$ cat config.mk
export PLATFORM = sky130hd
export DESIGN_NAME = fpo_fan_override
export DESIGN_NICKNAME = d
export VERILOG_FILES = /design/src/fpo_duty_select.v /design/src/fpo_fan_override.v
export VERILOG_INCLUDE_DIRS = /design/src
export SDC_FILE = /design/constraint.sdc
export NUM_CORES = 1
export LEC_CHECK = 0
export BUFFER_PORTS_ARGS = -buffer_cell sky130_fd_sc_hd__buf_2
export CAP_MARGIN = 20
export CORE_MARGIN = 5
export CORE_UTILIZATION = 45
export CTS_CLUSTER_DIAMETER = 200
export DETAILED_ROUTE_END_ITERATION = 7
export GPL_TIMING_DRIVEN = 0
export PLACE_DENSITY = 0.69
export SYNTH_ARGS = -nofsm -noshare
export SYNTH_HDL_FRONTEND = slang
export SYNTH_HIERARCHICAL = 1
export SYNTH_SLANG_ARGS = --single-unit
$ cat constraint.sdc
create_clock -name sys_clk -period 2.4 [get_ports sys_clk]
set_clock_uncertainty 0.2 [all_clocks]
set_input_delay 0.24 -clock sys_clk [delete_from_list [all_inputs] [get_ports sys_clk]]
set_output_delay 0.24 -clock sys_clk [all_outputs]
set_load 0.05 [all_outputs]
$ cat src/fpo_defs.vh
/*
 * Register offsets, field positions, reset values and source counts for the
 * fan duty override and readback block.
 * Assumes inclusion by bare name from the design files of this block.
 */
`ifndef FPO_DEFS_VH
`define FPO_DEFS_VH

// Register offsets on the 8-bit command space.
`define FPO_ZONE1B_FILT_OFS 8'h08
`define FPO_ZONE2B_FILT_OFS 8'h09
`define FPO_FAN_A_READBACK_OFS 8'h0a
`define FPO_FAN_B_READBACK_OFS 8'h0b
`define FPO_FAN_A_OVR_LOW_OFS 8'h0c
`define FPO_FAN_A_OVR_HIGH_OFS 8'h0d
`define FPO_FAN_B_OVR_LOW_OFS 8'h0e
`define FPO_FAN_B_OVR_HIGH_OFS 8'h0f
`define FPO_ZONE1A_FILT_OFS 8'h54
`define FPO_ZONE2A_FILT_OFS 8'h55

// Reset values.
`define FPO_TEMP_RST 8'h00
`define FPO_READBACK_RST 8'h00
`define FPO_OVR_LOW_RST 8'h00
`define FPO_OVR_HIGH_RST 8'h00
`define FPO_DUTY_RST 9'h000
`define FPO_SMOOTH_RST 8'h00
`define FPO_UNMAPPED_DATA 8'h00
`define FPO_OVR_EN_RST 1'b0
`define FPO_FLAG_RST 1'b0
`define FPO_RD_DATA_RST 8'h00

// Field positions in an override low-byte register.
`define FPO_OVR_LSB_BIT 7
`define FPO_OVR_EN_BIT 6
`define FPO_OVR_RES_MASK 8'h3f

// Nine-bit duty scale: 100h is full duty.
`define FPO_DUTY_FULL 9'h100

// Automatic sources per output.
`define FPO_NUM_LOW 4
`define FPO_NUM_HIGH 2

`endif

$ cat src/fpo_duty_select.v
/*
 * Duty selection for one fan output: the largest duty among its bound
 * automatic sources, replaced by the manual override when that is enabled,
 * and forced to full duty by the status control force.
 * Assumes all inputs come from logic on the same clock; purely combinational.
 */
`timescale 1ns/1ns
`default_nettype none
`include "fpo_defs.vh"

module fpo_duty_select (
    // Automatic sources.
    input wire [`FPO_NUM_LOW*8-1:0] low_req,
    input wire [`FPO_NUM_LOW-1:0] low_bind,
    input wire [`FPO_NUM_HIGH*9-1:0] high_req,
    input wire [`FPO_NUM_HIGH-1:0] high_bind,
    // Manual override and force.
    input wire ovr_en,
    input wire [8:0] ovr_duty,
    input wire force_full,
    // Result.
    output reg [8:0] duty
);

    integer i;
    reg [8:0] auto_max;
    reg [8:0] cand;

    always @* begin
        auto_max = 9'h000;
        cand = 9'h000;
        // Low-resolution requests sit in the upper eight bits of the nine-bit scale.
        for (i = 0; i < `FPO_NUM_LOW; i = i + 1) begin
            cand = {low_req[i*8 +: 8], 1'b0};
            if (low_bind[i] && cand > auto_max) begin
                auto_max = cand;
            end
        end
        for (i = 0; i < `FPO_NUM_HIGH; i = i + 1) begin
            cand = high_req[i*9 +: 9];
            if (high_bind[i] && cand > auto_max) begin
                auto_max = cand;
            end
        end
        if (force_full) begin
            duty = `FPO_DUTY_FULL;
        end else if (ovr_en) begin
            duty = ovr_duty;
        end else begin
            duty = auto_max;
        end
    end

endmodule // fpo_duty_select

`default_nettype wire

$ cat src/fpo_fan_override.v
/*
 * Fan duty override and readback block: filtered zone temperature registers,
 * duty readback registers and the nine-bit manual override registers of the
 * two fan outputs, with the duty chosen for each output.
 * Assumes a register access port driven by the serial interface engine on
 * sys_clk, automatic duty sources and filter results on the same clock, and a
 * force-full level from the status control register held elsewhere.
 */
`timescale 1ns/1ns
`default_nettype none
`include "fpo_defs.vh"

// Operation
// - Four read-only registers hold the smoothed zone 1 and zone 2 temperatures and reset to zero.
// - The smoothing filter is tuned through a separate smoothing control value, not fixed here.
// - Each fan output has a read-only register showing the duty it is currently driven at.
// - A readback register holds only the upper eight bits of its output's nine-bit duty.
// - The automatic duty is the largest request of any low- or high-resolution source bound to the output.
// - With bit 6 of output A's low override byte set, output A runs at the nine-bit override over 256.
// - Bit 7 of each low override byte is the duty's least bit, and bits 5 to 0 read as zero.
// - Each high override byte holds bits 8 to 1 of that output's nine-bit override duty.
// - While output A's override is on, all other sources are ignored except the forced full duty.
// - With bit 6 of output B's low override byte set, output B runs at its nine-bit override over 256.
// - While output B's override is on, all other sources are ignored except the forced full duty.
module fpo_fan_override (
    // Clock and reset.
    input wire sys_clk,
    input wire reset_n,
    // Register access from the serial interface engine.
    input wire [7:0] reg_addr,
    input wire reg_wr_en,
    input wire [7:0] reg_wr_data,
    input wire reg_rd_en,
    output reg [7:0] reg_rd_data_q,
    output reg reg_rd_valid_q,
    // Filtered temperatures from the smoothing filter.
    input wire filt_update,
    input wire [7:0] zone1a_filt,
    input wire [7:0] zone1b_filt,
    input wire [7:0] zone2a_filt,
    input wire [7:0] zone2b_filt,
    // Smoothing control value and its copy towards the filter.
    input wire [7:0] smooth_ctrl,
    output reg [7:0] smooth_tune_q,
    // Forced full duty from the status control register.
    input wire fan_a_force_full,
    input wire fan_b_force_full,
    // Low-resolution automatic requests for output A.
    input wire [7:0] fan_a_low_req0,
    input wire [7:0] fan_a_low_req1,
    input wire [7:0] fan_a_low_req2,
    input wire [7:0] fan_a_low_req3,
    input wire [3:0] fan_a_low_bind,
    // High-resolution automatic requests for output A.
    input wire [8:0] fan_a_high_req0,
    input wire [8:0] fan_a_high_req1,
    input wire [1:0] fan_a_high_bind,
    // Low-resolution automatic requests for output B.
    input wire [7:0] fan_b_low_req0,
    input wire [7:0] fan_b_low_req1,
    input wire [7:0] fan_b_low_req2,
    input wire [7:0] fan_b_low_req3,
    input wire [3:0] fan_b_low_bind,
    // High-resolution automatic requests for output B.
    input wire [8:0] fan_b_high_req0,
    input wire [8:0] fan_b_high_req1,
    input wire [1:0] fan_b_high_bind,
    // Duty driven on each output, towards the waveform generator.
    output reg [8:0] fan_output_a_duty_q,
    output reg [8:0] fan_output_b_duty_q,
    // Override state, for the binding logic that reports it.
    output reg fan_a_override_active_q,
    output reg fan_b_override_active_q
);

    // Stored registers.
    reg [7:0] zone1a_filt_q;
    reg [7:0] zone1b_filt_q;
    reg [7:0] zone2a_filt_q;
    reg [7:0] zone2b_filt_q;
    reg fan_a_fine_override_enable_q;
    reg fan_b_fine_override_enable_q;
    reg [8:0] fan_a_override_duty_q;
    reg [8:0] fan_b_override_duty_q;
    reg [7:0] fan_a_readback_q;
    reg [7:0] fan_b_readback_q;

    // Decoded strobes.
    reg wr_a_low;
    reg wr_a_high;
    reg wr_b_low;
    reg wr_b_high;

    // Selected duties and read path.
    wire [8:0] fan_a_duty_d;
    wire [8:0] fan_b_duty_d;
    reg [7:0] rd_data_d;
    reg [7:0] ovr_a_low_view;
    reg [7:0] ovr_b_low_view;

    // Write decode. Writes to read-only or foreign offsets match no strobe and
    // are dropped here without any error indication.
    always @* begin
        wr_a_low = 1'b0;
        wr_a_high = 1'b0;
        wr_b_low = 1'b0;
        wr_b_high = 1'b0;
        if (reg_wr_en) begin
            case (reg_addr)
                `FPO_FAN_A_OVR_LOW_OFS: begin
                    wr_a_low = 1'b1;
                end
                `FPO_FAN_A_OVR_HIGH_OFS: begin
                    wr_a_high = 1'b1;
                end
                `FPO_FAN_B_OVR_LOW_OFS: begin
                    wr_b_low = 1'b1;
                end
                `FPO_FAN_B_OVR_HIGH_OFS: begin
                    wr_b_high = 1'b1;
                end
                default: begin
                    wr_a_low = 1'b0;
                end
            endcase
        end
    end

    // Filtered temperatures are captured only on the filter's update strobe, so
    // a read between updates sees a stable value rather than a moving one. All
    // four share the strobe, so reads between two updates agree with each other.
    always @(posedge sys_clk or negedge reset_n) begin
        if (!reset_n) begin
            zone1a_filt_q <= `FPO_TEMP_RST;
        end else if (filt_update) begin
            zone1a_filt_q <= zone1a_filt;
        end
    end

    always @(posedge sys_clk or negedge reset_n) begin
        if (!reset_n) begin
            zone1b_filt_q <= `FPO_TEMP_RST;
        end else if (filt_update) begin
            zone1b_filt_q <= zone1b_filt;
        end
    end

    always @(posedge sys_clk or negedge reset_n) begin
        if (!reset_n) begin
            zone2a_filt_q <= `FPO_TEMP_RST;
        end else if (filt_update) begin
            zone2a_filt_q <= zone2a_filt;
        end
    end

    always @(posedge sys_clk or negedge reset_n) begin
        if (!reset_n) begin
            zone2b_filt_q <= `FPO_TEMP_RST;
        end else if (filt_update) begin
            zone2b_filt_q <= zone2b_filt;
        end
    end

    // The filter takes its tuning from here; its characteristics are not fixed
    // inside this block.
    always @(posedge sys_clk or negedge reset_n) begin
        if (!reset_n) begin
            smooth_tune_q <= `FPO_SMOOTH_RST;
        end else begin
            smooth_tune_q <= smooth_ctrl;
        end
    end

    // Override registers for output A. The two bytes are not shadowed: each
    // byte takes effect on its own write, so software that changes the duty
    // while the override is on should write the high byte last or accept one
    // intermediate value.
    always @(posedge sys_clk or negedge reset_n) begin
        if (!reset_n) begin
            fan_a_fine_override_enable_q <= `FPO_OVR_EN_RST;
        end else if (wr_a_low) begin
            fan_a_fine_override_enable_q <= reg_wr_data[`FPO_OVR_EN_BIT];
        end
    end

    // Override duty for output A, taken a byte at a time.
    always @(posedge sys_clk or negedge reset_n) begin
        if (!reset_n) begin
            fan_a_override_duty_q <= `FPO_DUTY_RST;
        end else begin
            if (wr_a_low) begin
                fan_a_override_duty_q[0] <= reg_wr_data[`FPO_OVR_LSB_BIT];
            end
            if (wr_a_high) begin
                fan_a_override_duty_q[8:1] <= reg_wr_data;
            end
        end
    end

    // Override enable for output B.
    always @(posedge sys_clk or negedge reset_n) begin
        if (!reset_n) begin
            fan_b_fine_override_enable_q <= `FPO_OVR_EN_RST;
        end else if (wr_b_low) begin
            fan_b_fine_override_enable_q <= reg_wr_data[`FPO_OVR_EN_BIT];
        end
    end

    // Override duty for output B, taken a byte at a time.
    always @(posedge sys_clk or negedge reset_n) begin
        if (!reset_n) begin
            fan_b_override_duty_q <= `FPO_DUTY_RST;
        end else begin
            if (wr_b_low) begin
                fan_b_override_duty_q[0] <= reg_wr_data[`FPO_OVR_LSB_BIT];
            end
            if (wr_b_high) begin
                fan_b_override_duty_q[8:1] <= reg_wr_data;
            end
        end
    end

    // Values above full duty are passed through unchanged; the waveform
    // generator treats anything at or above 100h as always on.
    fpo_duty_select u_sel_a (
        .low_req({fan_a_low_req3, fan_a_low_req2, fan_a_low_req1, fan_a_low_req0}),
        .low_bind(fan_a_low_bind),
        .high_req({fan_a_high_req1, fan_a_high_req0}),
        .high_bind(fan_a_high_bind),
        .ovr_en(fan_a_fine_override_enable_q),
        .ovr_duty(fan_a_override_duty_q),
        .force_full(fan_a_force_full),
        .duty(fan_a_duty_d)
    );

    fpo_duty_select u_sel_b (
        .low_req({fan_b_low_req3, fan_b_low_req2, fan_b_low_req1, fan_b_low_req0}),
        .low_bind(fan_b_low_bind),
        .high_req({fan_b_high_req1, fan_b_high_req0}),
        .high_bind(fan_b_high_bind),
        .ovr_en(fan_b_fine_override_enable_q),
        .ovr_duty(fan_b_override_duty_q),
        .force_full(fan_b_force_full),
        .duty(fan_b_duty_d)
    );

    // The driven duty and its readback are taken from the same edge, so the
    // readback always matches what the output is running at.
    always @(posedge sys_clk or negedge reset_n) begin
        if (!reset_n) begin
            fan_output_a_duty_q <= `FPO_DUTY_RST;
            fan_a_readback_q <= `FPO_READBACK_RST;
            fan_a_override_active_q <= `FPO_FLAG_RST;
        end else begin
            fan_output_a_duty_q <= fan_a_duty_d;
            fan_a_readback_q <= fan_a_duty_d[8:1];
            fan_a_override_active_q <= fan_a_fine_override_enable_q;
        end
    end

    // Output B, on the same edge as output A.
    always @(posedge sys_clk or negedge reset_n) begin
        if (!reset_n) begin
            fan_output_b_duty_q <= `FPO_DUTY_RST;
            fan_b_readback_q <= `FPO_READBACK_RST;
            fan_b_override_active_q <= `FPO_FLAG_RST;
        end else begin
            fan_output_b_duty_q <= fan_b_duty_d;
            fan_b_readback_q <= fan_b_duty_d[8:1];
            fan_b_override_active_q <= fan_b_fine_override_enable_q;
        end
    end

    // Low override bytes as read back: reserved bits read as zero.
    always @* begin
        ovr_a_low_view = 8'h00;
        ovr_a_low_view[`FPO_OVR_LSB_BIT] = fan_a_override_duty_q[0];
        ovr_a_low_view[`FPO_OVR_EN_BIT] = fan_a_fine_override_enable_q;
    end

    always @* begin
        ovr_b_low_view = 8'h00;
        ovr_b_low_view[`FPO_OVR_LSB_BIT] = fan_b_override_duty_q[0];
        ovr_b_low_view[`FPO_OVR_EN_BIT] = fan_b_fine_override_enable_q;
    end

    // Read multiplexer. Offsets that this block does not own read as zero so
    // that a shared read bus can OR the answers of several blocks together.
    always @* begin
        case (reg_addr)
            `FPO_ZONE1B_FILT_OFS: begin
                rd_data_d = zone1b_filt_q;
            end
            `FPO_ZONE2B_FILT_OFS: begin
                rd_data_d = zone2b_filt_q;
            end
            `FPO_ZONE1A_FILT_OFS: begin
                rd_data_d = zone1a_filt_q;
            end
            `FPO_ZONE2A_FILT_OFS: begin
                rd_data_d = zone2a_filt_q;
            end
            `FPO_FAN_A_READBACK_OFS: begin
                rd_data_d = fan_a_readback_q;
            end
            `FPO_FAN_B_READBACK_OFS: begin
                rd_data_d = fan_b_readback_q;
            end
            `FPO_FAN_A_OVR_LOW_OFS: begin
                rd_data_d = ovr_a_low_view & ~`FPO_OVR_RES_MASK;
            end
            `FPO_FAN_A_OVR_HIGH_OFS: begin
                rd_data_d = fan_a_override_duty_q[8:1];
            end
            `FPO_FAN_B_OVR_LOW_OFS: begin
                rd_data_d = ovr_b_low_view & ~`FPO_OVR_RES_MASK;
            end
            `FPO_FAN_B_OVR_HIGH_OFS: begin
                rd_data_d = fan_b_override_duty_q[8:1];
            end
            default: begin
                rd_data_d = `FPO_UNMAPPED_DATA;
            end
        endcase
    end

    // Read answer one cycle after the request; data holds until the next read.
    always @(posedge sys_clk or negedge reset_n) begin
        if (!reset_n) begin
            reg_rd_valid_q <= `FPO_FLAG_RST;
        end else begin
            reg_rd_valid_q <= reg_rd_en;
        end
    end

    // A read of an unmapped offset still answers, with zero data, so the
    // serial engine never waits on this block.
    always @(posedge sys_clk or negedge reset_n) begin
        if (!reset_n) begin
            reg_rd_data_q <= `FPO_RD_DATA_RST;
        end else if (reg_rd_en) begin
            reg_rd_data_q <= rd_data_d;
        end
    end

endmodule // fpo_fan_override

`default_nettype wire

* Yosys cells after proc, flatten, opt, wreduce, memory -nomap -nowiden
Cells that the tools add are included.
** Operators by class
- Magnitude comparators :: 12
- Eq/ne operators :: 10
- Muxes and demuxes :: 25
- Reductions and logical operators :: 12
** Operator list (count)
- $mux 9 :: 16
- $gt 9x9->1 :: 10
- $pmux 8 s10 :: 1
- $eq 8x4->1 const B :: 8
- $gt 9x1->1 const B :: 2
- $eq 8x7->1 const B :: 2
- $logic_and 1x1->1 :: 12
- $mux 1 :: 8
** Storage, ports and cells
- Register bits after elaboration :: 105
- Input port bits :: 175
- Output and inout port bits :: 37
- Logic and storage cells :: 78

* Depth between registers and ports, before layout
Gate-level depths: netlist (run 1).
- Word-level depth :: 20
- Gate-level depth with buffers :: 55
- Mapped depth without buffers :: 52

* Hierarchy
The synthesis (run 1) kept the hierarchy.
** By module, submodules not included
- fpo_fan_override :: times used 1, cells each 265, area an instance 3744.8 µm², seq. area each 2227.1 µm²
- fpo_duty_select at u_sel_a :: times used 1, cells each 254, area an instance 1865.5 µm², seq. area each 0.0 µm²
- fpo_duty_select at u_sel_b :: times used 1, cells each 254, area an instance 1855.5 µm², seq. area each 0.0 µm²

* Worst setup path after synthesis (run 1)
OpenSTA, ideal clock, no wires.
- Path type :: input -> register
- From :: input port fan_b_low_bind[0]
- To :: register fan_output_b_duty_q[0]
- Arrival time :: 10.110 ns
- Path slack :: -8.004 ns
- Stages :: 55
- Path buffers :: 6
- Cells stage by stage :: clkbuf_1 -> nand2_1 -> ha_1 -> nand4_1 -> or3b_4 -> a21oi_4 -> or2_2 -> clkbuf_1 -> nand2_1 -> o21ai_0 -> inv_1 -> ha_1 -> nand3_1 -> nor2_1 -> o221ai_1 -> nor3_1 -> a31oi_1 -> nor3b_1 -> (+19 left out) -> o21a_1 -> o21a_1 -> o211ai_1 -> nand2_1 -> buf_2 -> a211oi_2 -> ha_1 -> nor2b_1 -> o21a_1 -> o21a_1 -> o21a_1 -> o21a_1 -> o21a_1 -> o21ai_0 -> a211o_1 -> clkbuf_1 -> a21oi_1 -> a211oi_1
** Between the ends
- Longest elaborated chain between the ends :: 19
** RTL lines
- start, declared :: line fpo_fan_override.v:63 : input wire [3:0] fan_b_low_bind,
- $logic_and 1x1->1 (*) :: line fpo_duty_select.v:35 : if (low_bind[i] && cand > auto_max) begin
- $mux 9 (*) :: line fpo_duty_select.v:35
- $gt 9x9->1 :: line fpo_duty_select.v:35
- $logic_and 1x1->1 :: line fpo_duty_select.v:35
- $mux 9 (*) :: line fpo_duty_select.v:35
- $gt 9x9->1 :: line fpo_duty_select.v:35
- $logic_and 1x1->1 :: line fpo_duty_select.v:35
- $mux 9 (*) :: line fpo_duty_select.v:35
- (+4 left out)
- $logic_and 1x1->1 :: line fpo_duty_select.v:41 : if (high_bind[i] && cand > auto_max) begin
- $mux 9 (*) :: line fpo_duty_select.v:41
- $gt 9x9->1 :: line fpo_duty_select.v:41
- $logic_and 1x1->1 :: line fpo_duty_select.v:41
- $mux 9 (*) :: line fpo_duty_select.v:41
- $mux 9 (*) :: line fpo_duty_select.v:47 : end else if (ovr_en) begin
- $mux 9 (*) :: line fpo_duty_select.v:45 : if (force_full) begin
- named net fan_b_duty_d[0] :: line fpo_fan_override.v:96 : wire [8:0] fan_b_duty_d;
- end signal, assigned :: line fpo_fan_override.v:264 : fan_output_b_duty_q <= `FPO_DUTY_RST;
- end signal, assigned :: line fpo_fan_override.v:268 : fan_output_b_duty_q <= fan_b_duty_d;
- end, declared :: line fpo_fan_override.v:70 : output reg [8:0] fan_output_b_duty_q,
Mark *: on every way through the listed nets, which the timed path passes. The rest lies on a longest branch.
A chain may end at the register's enable or synchronous reset.

* Worst setup path after layout (run 1)
- From :: input port fan_b_low_bind[0]
- To :: register fan_b_readback_q[0]
** Between the ends
- Longest elaborated chain between the ends :: 19
** RTL lines
- $logic_and 1x1->1 (*) :: line fpo_duty_select.v:35
- $mux 9 (*) :: line fpo_duty_select.v:35
- $gt 9x9->1 :: line fpo_duty_select.v:35
- $logic_and 1x1->1 :: line fpo_duty_select.v:35
- $mux 9 (*) :: line fpo_duty_select.v:35
- $gt 9x9->1 :: line fpo_duty_select.v:35
- $logic_and 1x1->1 :: line fpo_duty_select.v:35
- $mux 9 (*) :: line fpo_duty_select.v:35
- (+4 left out)
- $logic_and 1x1->1 :: line fpo_duty_select.v:41
- $mux 9 (*) :: line fpo_duty_select.v:41
- $gt 9x9->1 :: line fpo_duty_select.v:41
- $logic_and 1x1->1 :: line fpo_duty_select.v:41
- $mux 9 (*) :: line fpo_duty_select.v:41
- $mux 9 (*) :: line fpo_duty_select.v:47
- $mux 9 (*) :: line fpo_duty_select.v:45
- named net fan_b_duty_d[1] :: line fpo_fan_override.v:96
- end signal, assigned :: line fpo_fan_override.v:265 : fan_b_readback_q <= `FPO_READBACK_RST;
- end signal, assigned :: line fpo_fan_override.v:269 : fan_b_readback_q <= fan_b_duty_d[8:1];
- end, declared :: line fpo_fan_override.v:86 : reg [7:0] fan_b_readback_q;
Marks and branches as above.

==> results of run 1 <==
-- path summary, 6_finish.rpt --
path	start	endpoint	slack, ps
min in group asynchronous	reset_n	zone1b_filt_q[2]	100
worst min-delay path	reg_wr_data[6]	fan_a_fine_override_enable_q	40
worst max-delay path	fan_b_low_bind[0]	fan_b_readback_q[0]	-7460
max in group asynchronous	reset_n	zone1b_filt_q[7]	1270
worst min register to register	fan_b_fine_override_enable_q	fan_b_override_active_q	270
worst max register to register	fan_b_readback_q[2]	reg_rd_data_q[2]	610
-- placed cells by master, fill, tap and decap left out, types with 6 or more instances in the layout --
cell           count
a211oi_2          11
a21o_1            13
a21oi_1           22
a22oi_1            7
a311oi_1           8
a31oi_1           20
and2_4             7
buf_2            211
buf_4             81
buf_6              9
clkbuf_1           8
clkbuf_16         13
dfrtp_1           89
dlygate4sd3_1     51
ha_1              48
ha_4              28
inv_1             27
inv_2              9
mux2_2            71
mux2i_1           15
nand2_1           36
nand2_2           10
nand2_4           17
nand3_1           11
nand4_1           12
nor2_1            34
nor2b_1           11
nor3_1             7
nor4_1             6
o211ai_1          18
o21a_1            24
o21ai_0            9
o21ai_1            6
o21ai_4            6
o31ai_1            9
or3_1             15
-- layout make-up --
type / count / area, sq um
clock inverters: 5 / 36.3
fillers: 1233 / 4930
plain buffers: 32 / 317
clock buffers: 11 / 253
multi-input cells: 617 / 5950
diodes: 1 / 2.50
repair buffers: 346 / 2270
inverters: 37 / 139
well taps: 220 / 275
flip-flops and latches: 89 / 2230
-- registers in the layout (all words and copies together), names as in the netlist --
register / cells
reg_rd_data_q: 8
fan_b_override_active_q: 1
fan_output_a_duty_q: 1
zone1b_filt_q: 8
zone2b_filt_q: 8
fan_b_readback_q: 8
fan_a_override_active_q: 1
fan_b_fine_override_enable_q: 1
fan_b_override_duty_q: 9
reg_rd_valid_q: 1
zone1a_filt_q: 8
fan_a_fine_override_enable_q: 1
smooth_tune_q: 8
zone2a_filt_q: 8
fan_output_b_duty_q: 1
fan_a_override_duty_q: 9
fan_a_readback_q: 8
-- timing repair --
action / CTS / global route
hold buffers: 51 / 0
gates resized for setup: 107 / 44
setup endpoints to repair: 18 / 18
gates cloned: 5 / 0
buffers inserted: 70 / 14
hold endpoints to repair: 147 / 0
pin swaps: 46 / 31
-- report_power, final --
group	internal [W]	leakage [nW]	switching (W)
Clock	0.000765	0.147	0.000589
Sequential	0.00165	1.12	0.000109
Combinational	0.00155	3.96	0.00179
-- cells by family (layout without fill, tap and decap cells) --
family / after synthesis / after routing / share of synthesized area [%]
buffers and inverters: 69 / 431 / 4.26
adders and majority gates: 76 / 76 / 12.7
DFF: 89 / 89 / 29.8
muxes: 100 / 100 / 15.4
other: 0 / 1 / 0
AOI/OAI and AO/OA: 210 / 211 / 21.0
and+or+nand+nor: 229 / 230 / 16.8
-- worst max-delay path: cells and delay by family --
| kind | cells | cell delay [ps] |
|---|---|---|
| adders and majority gates | 5 | 1270 |
| muxes | 2 | 420 |
| and+or+nand+nor | 15 | 2450 |
| buffers and inverters | 7 | 960 |
| AOI/OAI and AO/OA | 27 | 4560 |
-- metal layers --
| metal | vias up | part of all wire [%] |
|---|---|---|
| met5 | - | 0.089 |
| met4 | 4 | 2.4 |
| met3 | 60 | 7.4 |
| met2 | 354 | 49 |
| met1 | 3688 | 41 |
| li1 | 3686 | - |
-- stage by stage --
stage	instance area [sq um]	hold slack [ps]	utilization, %
final	11500	37.4	69.9
after global placement	9190	147	56.0
after CTS	11100	30.4	67.7
after floorplan	7880	-256	-
after global routing	11500	29.2	69.9
after detailed placement	9220	-71.2	56.2
==> metrics.md, run 1 <==
| Metric | Value |
|---|---|
| RSZ-0062 raised after global routing | true |
| CTS tree | built |
| Worst slack at placement | -8490 ps |
| CTS Root Cell | clkbuf_16 |
| Num rows | 47 |
| Highest clock rate | 0.101 GHz |
| Non-Filler Instances | 1358 |
| Critical Path Fanout Max | 8 |
| Relative slew slack | between 30% and 40% |
| M1 GR Usage | ~32% |
| IO buf count | between 200 and 250 |
| Hold Path Stages | 2 |
| Max Cap Viol | 0 |
| Crit start category | input pin |
| Layout area overhead | 53.7% |
| Hpwl dp | 18300 um |
| Largest net degree at the start of global routing | 73 |
| Worst Slack Setup Final | -7460 ps |
| DRC errors left | 0 |
| Mapped Area | approximately 0.0075 sq mm |
| Placed Instances | approximately 1200 |
| Initial antenna violation count | 3 |
| Skew-Pair Late Insertion Delay | approximately 340 ps |
| Netlist cell types | 67 |
| Mapped Nets | 1024 |
| First-pass DRT Iterations | 7 |
| Async SR Flop Fraction | 100% |
| Tot Pwr | roughly 0.0065 W |
| Final setup fails | 18 |
| Initial DRC Count | 384 |
| Critical path class | in2reg |
| Number of global-route vias before repair | 7836 |
| Status | finished, violations left |
| Period utilization | 411% |
| Worst min path class | in2reg |
| Area share of the largest cell type after synthesis | just under 30% |
| GRT Util Overall | between 20% and 30% |
| Routed wire per std cell | 19.1 um |
| Clock buffer depth | 2 |
| Worst Path Arrival | between 9000 and 10000 ps |
| Count leader, synth | dfrtp_1 |
| Final WL | ~26000 um |
| Fin. max-slew vios | 0 |
| Antenna Nets Post-Route | 0 |
| Pleak | roughly 5.2 nW |
| Ports | roughly 210 |
| Global Route met3 Usage | approximately 5.4% |
| Die H | about 140 um |
| Post-synthesis register bit count | slightly below 90 |
| CP max stage delay | about 420 ps |
| FF-to-FF path depth | 5 |
| Top FF cell, synth | dfrtp_1 |
| Peak supply drop | roughly 0.00036 V |
| Post-Synthesis Cells | between 700 and 800 |
| Area leader, netlist | dfrtp_1 |
| RePlAce Congestion | 0.902 |
| Crit-path slowest cell | or3b_4 |
| Clk pin slew, worst setup/hold paths | around 60 ps |
| Nets | around 1400 |
| Setup TNS | -132530 ps |
| First-pass GRT wire length | between 30000 and 40000 um |
| Hold Vio Cnt, Final | 0 |
| Die area | 0.0193 sq mm |
| Ys Warns | 6 |
| Grt peak-use layer | met2 |
| Register area share after synthesis | roughly 30% |
| Top cells by count, synth | dfrtp_1 (89), ha_1 (76), mux2_2 (71) |
| CTS Sinks | 89 |
| GRT overflow | 0 |
| H-tree Lvls | 3 |
| Syn_area_per_cell | 9.66 sq um |
| Share of cells above drive strength 1 | ~51% |
| Worst slew pin tran | approximately 920 ps |
| Crit path top cell by count | o21a_1 |
| Required @ worst endpoint | roughly 2500 ps |
| M2 GR Usage | between 40% and 50% |
| Worst Setup End Kind | register |
| Minimum clock period | roughly 10000 ps |
| CTS buffer count | 9 |
| Via count | ~7800 |
| Die W | between 100 and 150 um |
| Post-synth EDFFs | 0 |
| Synth area leaders | dfrtp_1 (30%), ha_1 (13%), mux2_2 (11%) |
| PwrDens | ~560 mW/mm^2 |
| Area of the core | 0.0164 sq mm |
| Routed vias/inst | ~5.7 |
| Initial Util | ~46% |
| Failing checks | setup timing |
No activity file was read; power rests on OpenSTA's default activity.
==> run 2: changes to the inputs <==
--- a/config.mk
+++ b/config.mk
@@ -9,11 +9,12 @@
 export BUFFER_PORTS_ARGS = -buffer_cell sky130_fd_sc_hd__buf_2
 export CAP_MARGIN = 20
 export CORE_MARGIN = 5
-export CORE_UTILIZATION = 45
+export CORE_UTILIZATION = 40
+export CTS_BUF_LIST = sky130_fd_sc_hd__clkbuf_8
 export CTS_CLUSTER_DIAMETER = 200
 export DETAILED_ROUTE_END_ITERATION = 7
 export GPL_TIMING_DRIVEN = 0
-export PLACE_DENSITY = 0.69
+export PLACE_DENSITY = 0.62
 export SYNTH_ARGS = -nofsm -noshare
 export SYNTH_HDL_FRONTEND = slang
 export SYNTH_HIERARCHICAL = 1
==> metrics.md, run 2 (synthesized netlist as in run 1, its figures left out) <==
| Metric | Value |
|---|---|
| P_int | 0.00359 W (-9.7%) |
| First-pass DRT Iterations | 5 (-2) |
| Sw Share | 39.7% (+1.2 points) |
| Number of global-route vias before repair | 7817 (-0.24%) |
| Initial antenna violation count | 4 (+1) |
| Hpwl dp | 18500 um (+1.0%) |
| Largest net degree at the start of global routing | 47 (-36%) |
| Num rows | 50 (+6.4%) |
| Initial DRC Count | 358 (-6.8%) |
| Final hold slack | 68.1 ps (+30.8 ps) |
| Critical path class | in2reg |
| Comb power frac | 54.5% (+2.8 points) |
| Via count | 7494 (-3.8%) |
| Pleak | 5.11 nW (-2.2%) |
| Minimum clock period | 9640 ps (-215 ps) |
| Die W | 147 um (+5.6%) |
| CP Buf/Inv Count | 6 (-1) |
| Peak supply drop | 0.000203 V (-44%) |
| Commonest non-fill, non-tap cell in the layout | buf_2 |
| GRT overflow | 0 (unchanged) |
| Final setup fails | 18 (unchanged) |
| IO buf count | 207 (unchanged) |
| Max Cap Viol | 0 (unchanged) |
| Worst slack at placement | -8430 ps (+64.1 ps) |
| Share of cells above drive strength 1 | 49.8% (-0.75 points) |
| CP max stage delay | 430 ps (about the same) |
| Hold Vio Cnt, Final | 0 (unchanged) |
| Relative slew slack | 40.3% (+1.8 points) |
| CTS Root Cell | clkbuf_8 |
| Antenna Nets Post-Route | 0 (unchanged) |
| Worst Setup End Kind | register |
| First-pass GRT wire length | 39000 um (-1.9%) |
| Filler cell count | 1610 (+31%) |
| PwrDens | 528 mW/mm^2 (-6.1%) |
| Switching power | 0.00236 W (-4.9%) |
| Initial Util | 40.3% (-5.2 points) |
| Routed wire per std cell | 17.9 um (-6.2%) |
| Area of the core | 0.0185 sq mm (+13%) |
| CTS tree | built |
| Delay-heaviest family, CP | compound AO/OA/AOI/OAI gates |
| Clk network pwr share | 15.8% (-5.2 points) |
| RePlAce Congestion | 0.893 (-0.93%) |
| DRC errors left | 0 (unchanged) |
| Ports | 212 (unchanged) |
| Most frequent cells in the layout | buf_2 (211), dfrtp_1 (89), mux2_2 (70), buf_4 (69) |
| Non-Filler Instances | 1364 (+0.44%) |
| Layout area overhead | 50.8% |
| Crit start category | input pin |
| Worst slew pin tran | 888 ps (-27.5 ps) |
| Placed Instances | 1215 (+1.2%) |
| Die area | 0.0215 sq mm (+12%) |
| Status | finished, violations left |
| Core Util, Final | 60.8% (-9.1 points) |
| GRT Util Overall | 22.0% (-3.0 points) |
| Clock buffer depth | 2 (unchanged) |
| Nets | 1374 (-0.65%) |
| H-tree Lvls | 3 (unchanged) |
| Worst min path class | in2reg |
| R2R Setup Slk | 620 ps (about the same) |
| Worst Path Arrival | 9660 ps (-260 ps) |
| Highest clock rate | 0.104 GHz (+2.2%) |
| CTS buffer count | 9 (unchanged) |
| RSZ-0062 raised after global routing | true |
| Worst Slack Setup Final | -7240 ps (+215 ps) |
| Period utilization | 402% (-9.0 points) |
| Required @ worst endpoint | 2420 ps (-40 ps) |
| Register share of total power | 29.7% (+2.4 points) |
| Failing checks | setup timing |
| Fin. max-slew vios | 0 (unchanged) |
| Routed vias/inst | 5.49 (-4.2%) |
| Crit path top cell by count | o21a_1 |
| Die H | 147 um (+5.6%) |
| Critical Path Fanout Max | 8 (unchanged) |
| Final WL | 24400 um (-5.8%) |
| Clk pin slew, worst setup/hold paths | 90 ps (+30 ps) |
| Crit-path slowest cell | or3b_4 |
| Top Registers | fan_a_override_duty_q x9, fan_b_override_duty_q x9 |
| Skew-Pair Late Insertion Delay | 370 ps (+30 ps) |
| CTS Sinks | 89 (unchanged) |
==> run 2: worst paths after layout <==
check	from	endpoint	depth (start not counted)
min in group asynchronous	reset_n	zone1a_filt_q[6]	2
worst max-delay path	fan_b_low_bind[0]	fan_b_readback_q[1]	56
worst min-delay path	fan_b_high_req0[5]	fan_b_readback_q[4]	3
worst min register to register	fan_b_fine_override_enable_q	fan_b_override_active_q	0
worst max register to register	fan_b_readback_q[4]	reg_rd_data_q[4]	5
max in group asynchronous	reset_n	fan_output_b_duty_q[0]	3
==> run 2: what timing repair did <==
item,CTS,global route
hold buffers,52,0
hold endpoints to repair,108,0
endpoints found under the setup margin,18,18
setup buffers,63,12
gates resized for setup,91,56
pin swaps,59,32
gates cloned,4,0
==> run 2: per-layer routing <==
metal  GRT usage (%)  share of wire [%]  up-vias
li1                -                  -     3666
met1            26.1                 41     3534
met2            39.7                 50      252
met3            5.43                6.5       38
met4            5.64                1.9        4
met5               0              0.057        -
==> run 2: power groups by stage <==
stage | logic, W | registers, W | clock network (W)
after global routing | 0.00351 | 0.00178 | 0.00104
after detailed placement | 0.00247 | 0.00180 | 0
after CTS | 0.00301 | 0.00177 | 0.000970
final | 0.00324 | 0.00176 | 0.000942
after floorplan | 0.00148 | 0.00204 | 0
after global placement | 0.00244 | 0.00180 | 0
==> run 2: layout make-up <==
cell class | count | area [sq um] | share of cell area [%]
Clock buffer | 10 | 138 | 1.22
Buffer | 32 | 323 | 2.87
Clock inverter | 6 | 43.8 | 0.389
Antenna cell | 2 | 5.00 | 0.0444
Sequential cell | 89 | 2230 | 19.8
Tap cell | 234 | 293 | 2.60
Timing Repair Buffer | 338 | 2220 | 19.7
Multi-Input combinational cell | 616 | 5880 | 52.2
Inverter | 37 | 139 | 1.23
==> run 2: through the flow <==
stage	total power (W)	setup TNS, ps	cell area, sq um
final	0.00595	-128620	11300
after global routing	0.00633	-136270	11300
after CTS	0.00574	-127020	10900
after detailed placement	0.00427	-149490	9230
after global placement	0.00424	-147700	9200
after floorplan	0.00352	-129740	7880
==> run 2: worst reg2reg max path, stage by stage, from the launching register on <==
cell and delay [ps]:
dfrtp_1 420, and3b_1 170, o21ai_0 210, a21oi_1 130, a221o_1 280, mux2_2 260
==> run 3: changes to the inputs <==
--- a/config.mk
+++ b/config.mk
@@ -8,14 +8,14 @@
 export LEC_CHECK = 0
 export BUFFER_PORTS_ARGS = -buffer_cell sky130_fd_sc_hd__buf_2
 export CAP_MARGIN = 20
-export CORE_MARGIN = 5
+export CORE_MARGIN = 2
 export CORE_UTILIZATION = 40
 export CTS_BUF_LIST = sky130_fd_sc_hd__clkbuf_8
 export CTS_CLUSTER_DIAMETER = 200
 export DETAILED_ROUTE_END_ITERATION = 7
 export GPL_TIMING_DRIVEN = 0
 export PLACE_DENSITY = 0.62
+export SLEW_MARGIN = 0
 export SYNTH_ARGS = -nofsm -noshare
 export SYNTH_HDL_FRONTEND = slang
-export SYNTH_HIERARCHICAL = 1
 export SYNTH_SLANG_ARGS = --single-unit
==> metrics.md, run 3 <==
| Metric | Value |
|---|---|
| RePlAce Congestion | 0.927 (+3.8%) |
| Skew-Pair Late Insertion Delay | 360 ps (about the same) |
| Top FF cell, synth | dfrtp_1 |
| Tot Pwr | 0.00589 W (-1.0%) |
| Crit path top cell by count | o21a_1 |
| GRT overflow | 0 (unchanged) |
| Number of global-route vias before repair | 7460 (-4.6%) |
| Worst min path class | in2reg |
| Routed wire per std cell | 17.8 um (-0.61%) |
| Ports | 212 (unchanged) |
| Area share of the largest cell type after synthesis | 30.6% (+0.73 points) |
| Mapped Area | 0.00729 sq mm (-2.4%) |
| Area of the core | 0.0179 sq mm (-3.3%) |
| PwrDens | 520 mW/mm^2 (-1.6%) |
| Non-Filler Instances | 1369 (+0.37%) |
| Mapped Nets | 1037 (+1.3%) |
| Highest clock rate | 0.107 GHz (+3.1%) |
| Layout area overhead | 55.5% |
| Worst Setup End Kind | register |
| Crit-path slowest cell | o41a_1 |
| Die area | 0.0193 sq mm (-10%) |
| Failing checks | setup timing |
| Peak supply drop | 0.000338 V (+66%) |
| Async SR Flop Fraction | 100% (unchanged) |
| Design Area, Final | 0.0113 sq mm (+0.64%) |
| Final WL | 24400 um (-0.25%) |
| Post-Place Cell Area | 0.00913 sq mm (-1.1%) |
| Final hold slack | 69.1 ps (+0.949 ps) |
| Critical path class | in2reg |
| CP max stage delay | 460 ps (+30 ps) |
| FF/Latch Area | 0.00223 sq mm (unchanged) |
| Relative slew slack | 33.2% (-7.1 points) |
| R2R Setup Slk | 10 ps (-610 ps) |
| Status | finished, violations left |
| Hpwl dp | 17500 um (-5.4%) |
| Count leader, synth | mux2_2 |
| Minimum clock period | 9350 ps (-290 ps) |
| Worst slew pin tran | 994 ps (+106 ps) |
| Fin. max-slew vios | 0 (unchanged) |
| Register area share after synthesis | 30.6% (+0.73 points) |
| H-tree Lvls | 3 (unchanged) |
| RSZ-0062 raised after global routing | true |
| Largest net degree at the start of global routing | 66 (+40%) |
| Post-Synthesis Cells | 786 (+1.7%) |
| CTS Root Cell | clkbuf_8 |
| Initial DRC Count | 420 (+17%) |
| Final setup fails | 18 (unchanged) |
| Period utilization | 390% (-12 points) |
| Area of the multi-input gates | 0.00583 sq mm (-0.79%) |
| Pleak | 5.24 nW (+2.4%) |
| Area leader, netlist | dfrtp_1 |
| Post-synthesis register bit count | 89 (unchanged) |
| FF-to-FF path depth | 5 (unchanged) |
| Share of cells above drive strength 1 | 48.6% (-1.3 points) |
| Initial antenna violation count | 1 (-3) |
| Worst Slack Setup Final | -6950 ps (+290 ps) |
| Worst Path Arrival | 9430 ps (-230 ps) |
| Critical Path Fanout Max | 8 (unchanged) |
| Initial Util | 40.7% (+0.39 points) |
| DRC errors left | 0 (unchanged) |
| Max Cap Viol | 0 (unchanged) |
| Die W | 139 um (-5.2%) |
| Top Registers | fan_a_override_duty_q x9, fan_b_override_duty_q x9 |
| Commonest non-fill, non-tap cell in the layout | buf_2 |
| Synth area leaders | dfrtp_1 (31%), mux2_2 (14%), ha_1 (13%) |
| Die H | 139 um (-5.2%) |
| Clock buffer depth | 2 (unchanged) |
| Most frequent cells in the layout | buf_2 (204), dfrtp_1 (89), mux2_2 (85), buf_4 (69), inv_1 (62) |
| Via count | 7518 (+0.32%) |
| CTS Sinks | 89 (unchanged) |
| Clk pin slew, worst setup/hold paths | 80 ps (about the same) |
| First-pass GRT wire length | 37400 um (-4.2%) |
| Filler cell count | 1505 (-6.5%) |
| CTS tree | built |
| Top cells by count, synth | mux2_2 (90), dfrtp_1 (89), ha_1 (76) |
| Routed vias/inst | 5.49 (about the same) |
| Nets | 1385 (+0.80%) |
| Hold Path Stages | 2 (-1) |
| Placed Instances | 1222 (+0.58%) |
| Hold Vio Cnt, Final | 0 (unchanged) |
| Antenna Nets Post-Route | 0 (unchanged) |
| First-pass DRT Iterations | 5 (unchanged) |
| Num rows | 49 (-2.0%) |
| Ys Warns | 0 (-6) |
| Post-synth EDFFs | 0 (unchanged) |
| Required @ worst endpoint | 2480 ps (+60 ps) |
| CTS buffer count | 9 (unchanged) |
| Crit start category | input pin |
| Netlist cell types | 60 (-10%) |
| GRT Util Overall | 23.8% (+1.7 points) |
| Syn_area_per_cell | 9.27 sq um (-4.0%) |
| Core Util, Final | 63.3% (+2.5 points) |
| IO buf count | 206 (-0.48%) |
-- run 3: cell count changes after synthesis, sizes merged, moves of 10 or more --
cell     delta
o21ai      +17
o211ai     -14
a311oi     -11
buf        -11
or3        -17
clkbuf     +10
a31oi      -21
inv        +34
a2111oi    +10
and3       +11
mux2       +17
-- run 3: critical path, delay by kind of cell --
kind	cells	cell delay [ps]
muxes	5	1130
buffers and inverters	9	1140
and+or+nand+nor	9	1260
adders and majority gates	5	1190
AOI/OAI and AO/OA	28	4480
-- run 3: final cells by class --
cell class                 instances  area share [%]
inverter                          70            2.34
sequential                        89            19.7
multi-input combinational        597            51.4
buffer                            30            2.42
timing repair buffer             337            19.7
antenna                            1          0.0221
clock inverter                     4           0.442
tap                              229            2.53
clock buffer                      12            1.46
-- run 3: timing repair --
action                                  in CTS  in global routing
cloned                                       3                  1
hold buffers                                52                  0
endpoints found under the setup margin      18                 26
pin swaps                                   65                 44
endpoints found under the hold margin      152                  0
gates resized for setup                     87                 75
setup buffers                               60                 14
-- run 3: routing by layer --
metal | vias up | part of all wire, % | track usage, %
met5 | - | 0 | 0
met4 | 0 | 1.9 | 5.10
met3 | 40 | 6.4 | 5.77
met2 | 246 | 48 | 39.6
met1 | 3621 | 43 | 31.5
li1 | 3611 | - | -
-- run 3: final timing paths --
| path | start | endpoint |
|---|---|---|
| max | fan_b_low_bind[0] | fan_output_b_duty_q[0] |
| min | filt_update | zone1b_filt_q[1] |
| max reg2reg | fan_b_fine_override_enable_q | fan_b_readback_q[2] |
| min reg2reg | fan_a_fine_override_enable_q | fan_a_override_active_q |
| max in group asynchronous | reset_n | zone2a_filt_q[7] |
| min in group asynchronous | reset_n | smooth_tune_q[1] |
-- run 3: kinds of logic (layout without fill, tap and decap cells) --
| logic type | count (synthesis) | after routing | share of synthesized area [%] |
|---|---|---|---|
| DFF | 89 | 89 | 30.6 |
| adders and majority gates | 76 | 76 | 13.0 |
| muxes | 112 | 112 | 17.1 |
| AOI/OAI and AO/OA | 197 | 197 | 19.6 |
| and+or+nand+nor | 211 | 212 | 14.5 |
| other | 0 | 1 | 0 |
| buffers and inverters | 101 | 453 | 5.22 |
-- run 3: power breakdown --
group | leakage (nW) | internal [W] | total, W | switching, W
sequential | 1.12 | 0.00160 | 0.00167 | 0.0000670
clock | 0.110 | 0.000567 | 0.00108 | 0.000518
combinational | 4.01 | 0.00154 | 0.00314 | 0.00160
total | 5.24 | 0.00371 | 0.00589 | 0.00218
-- run 3: per-stage QoR --
step                      setup TNS [ps]  setup WS [ps]
after global routing             -130120          -7300
after CTS                        -120230          -6780
after global placement           -145550          -8210
after detailed placement         -146220          -8240
final                            -123360          -6950
after floorplan                  -123480          -6920
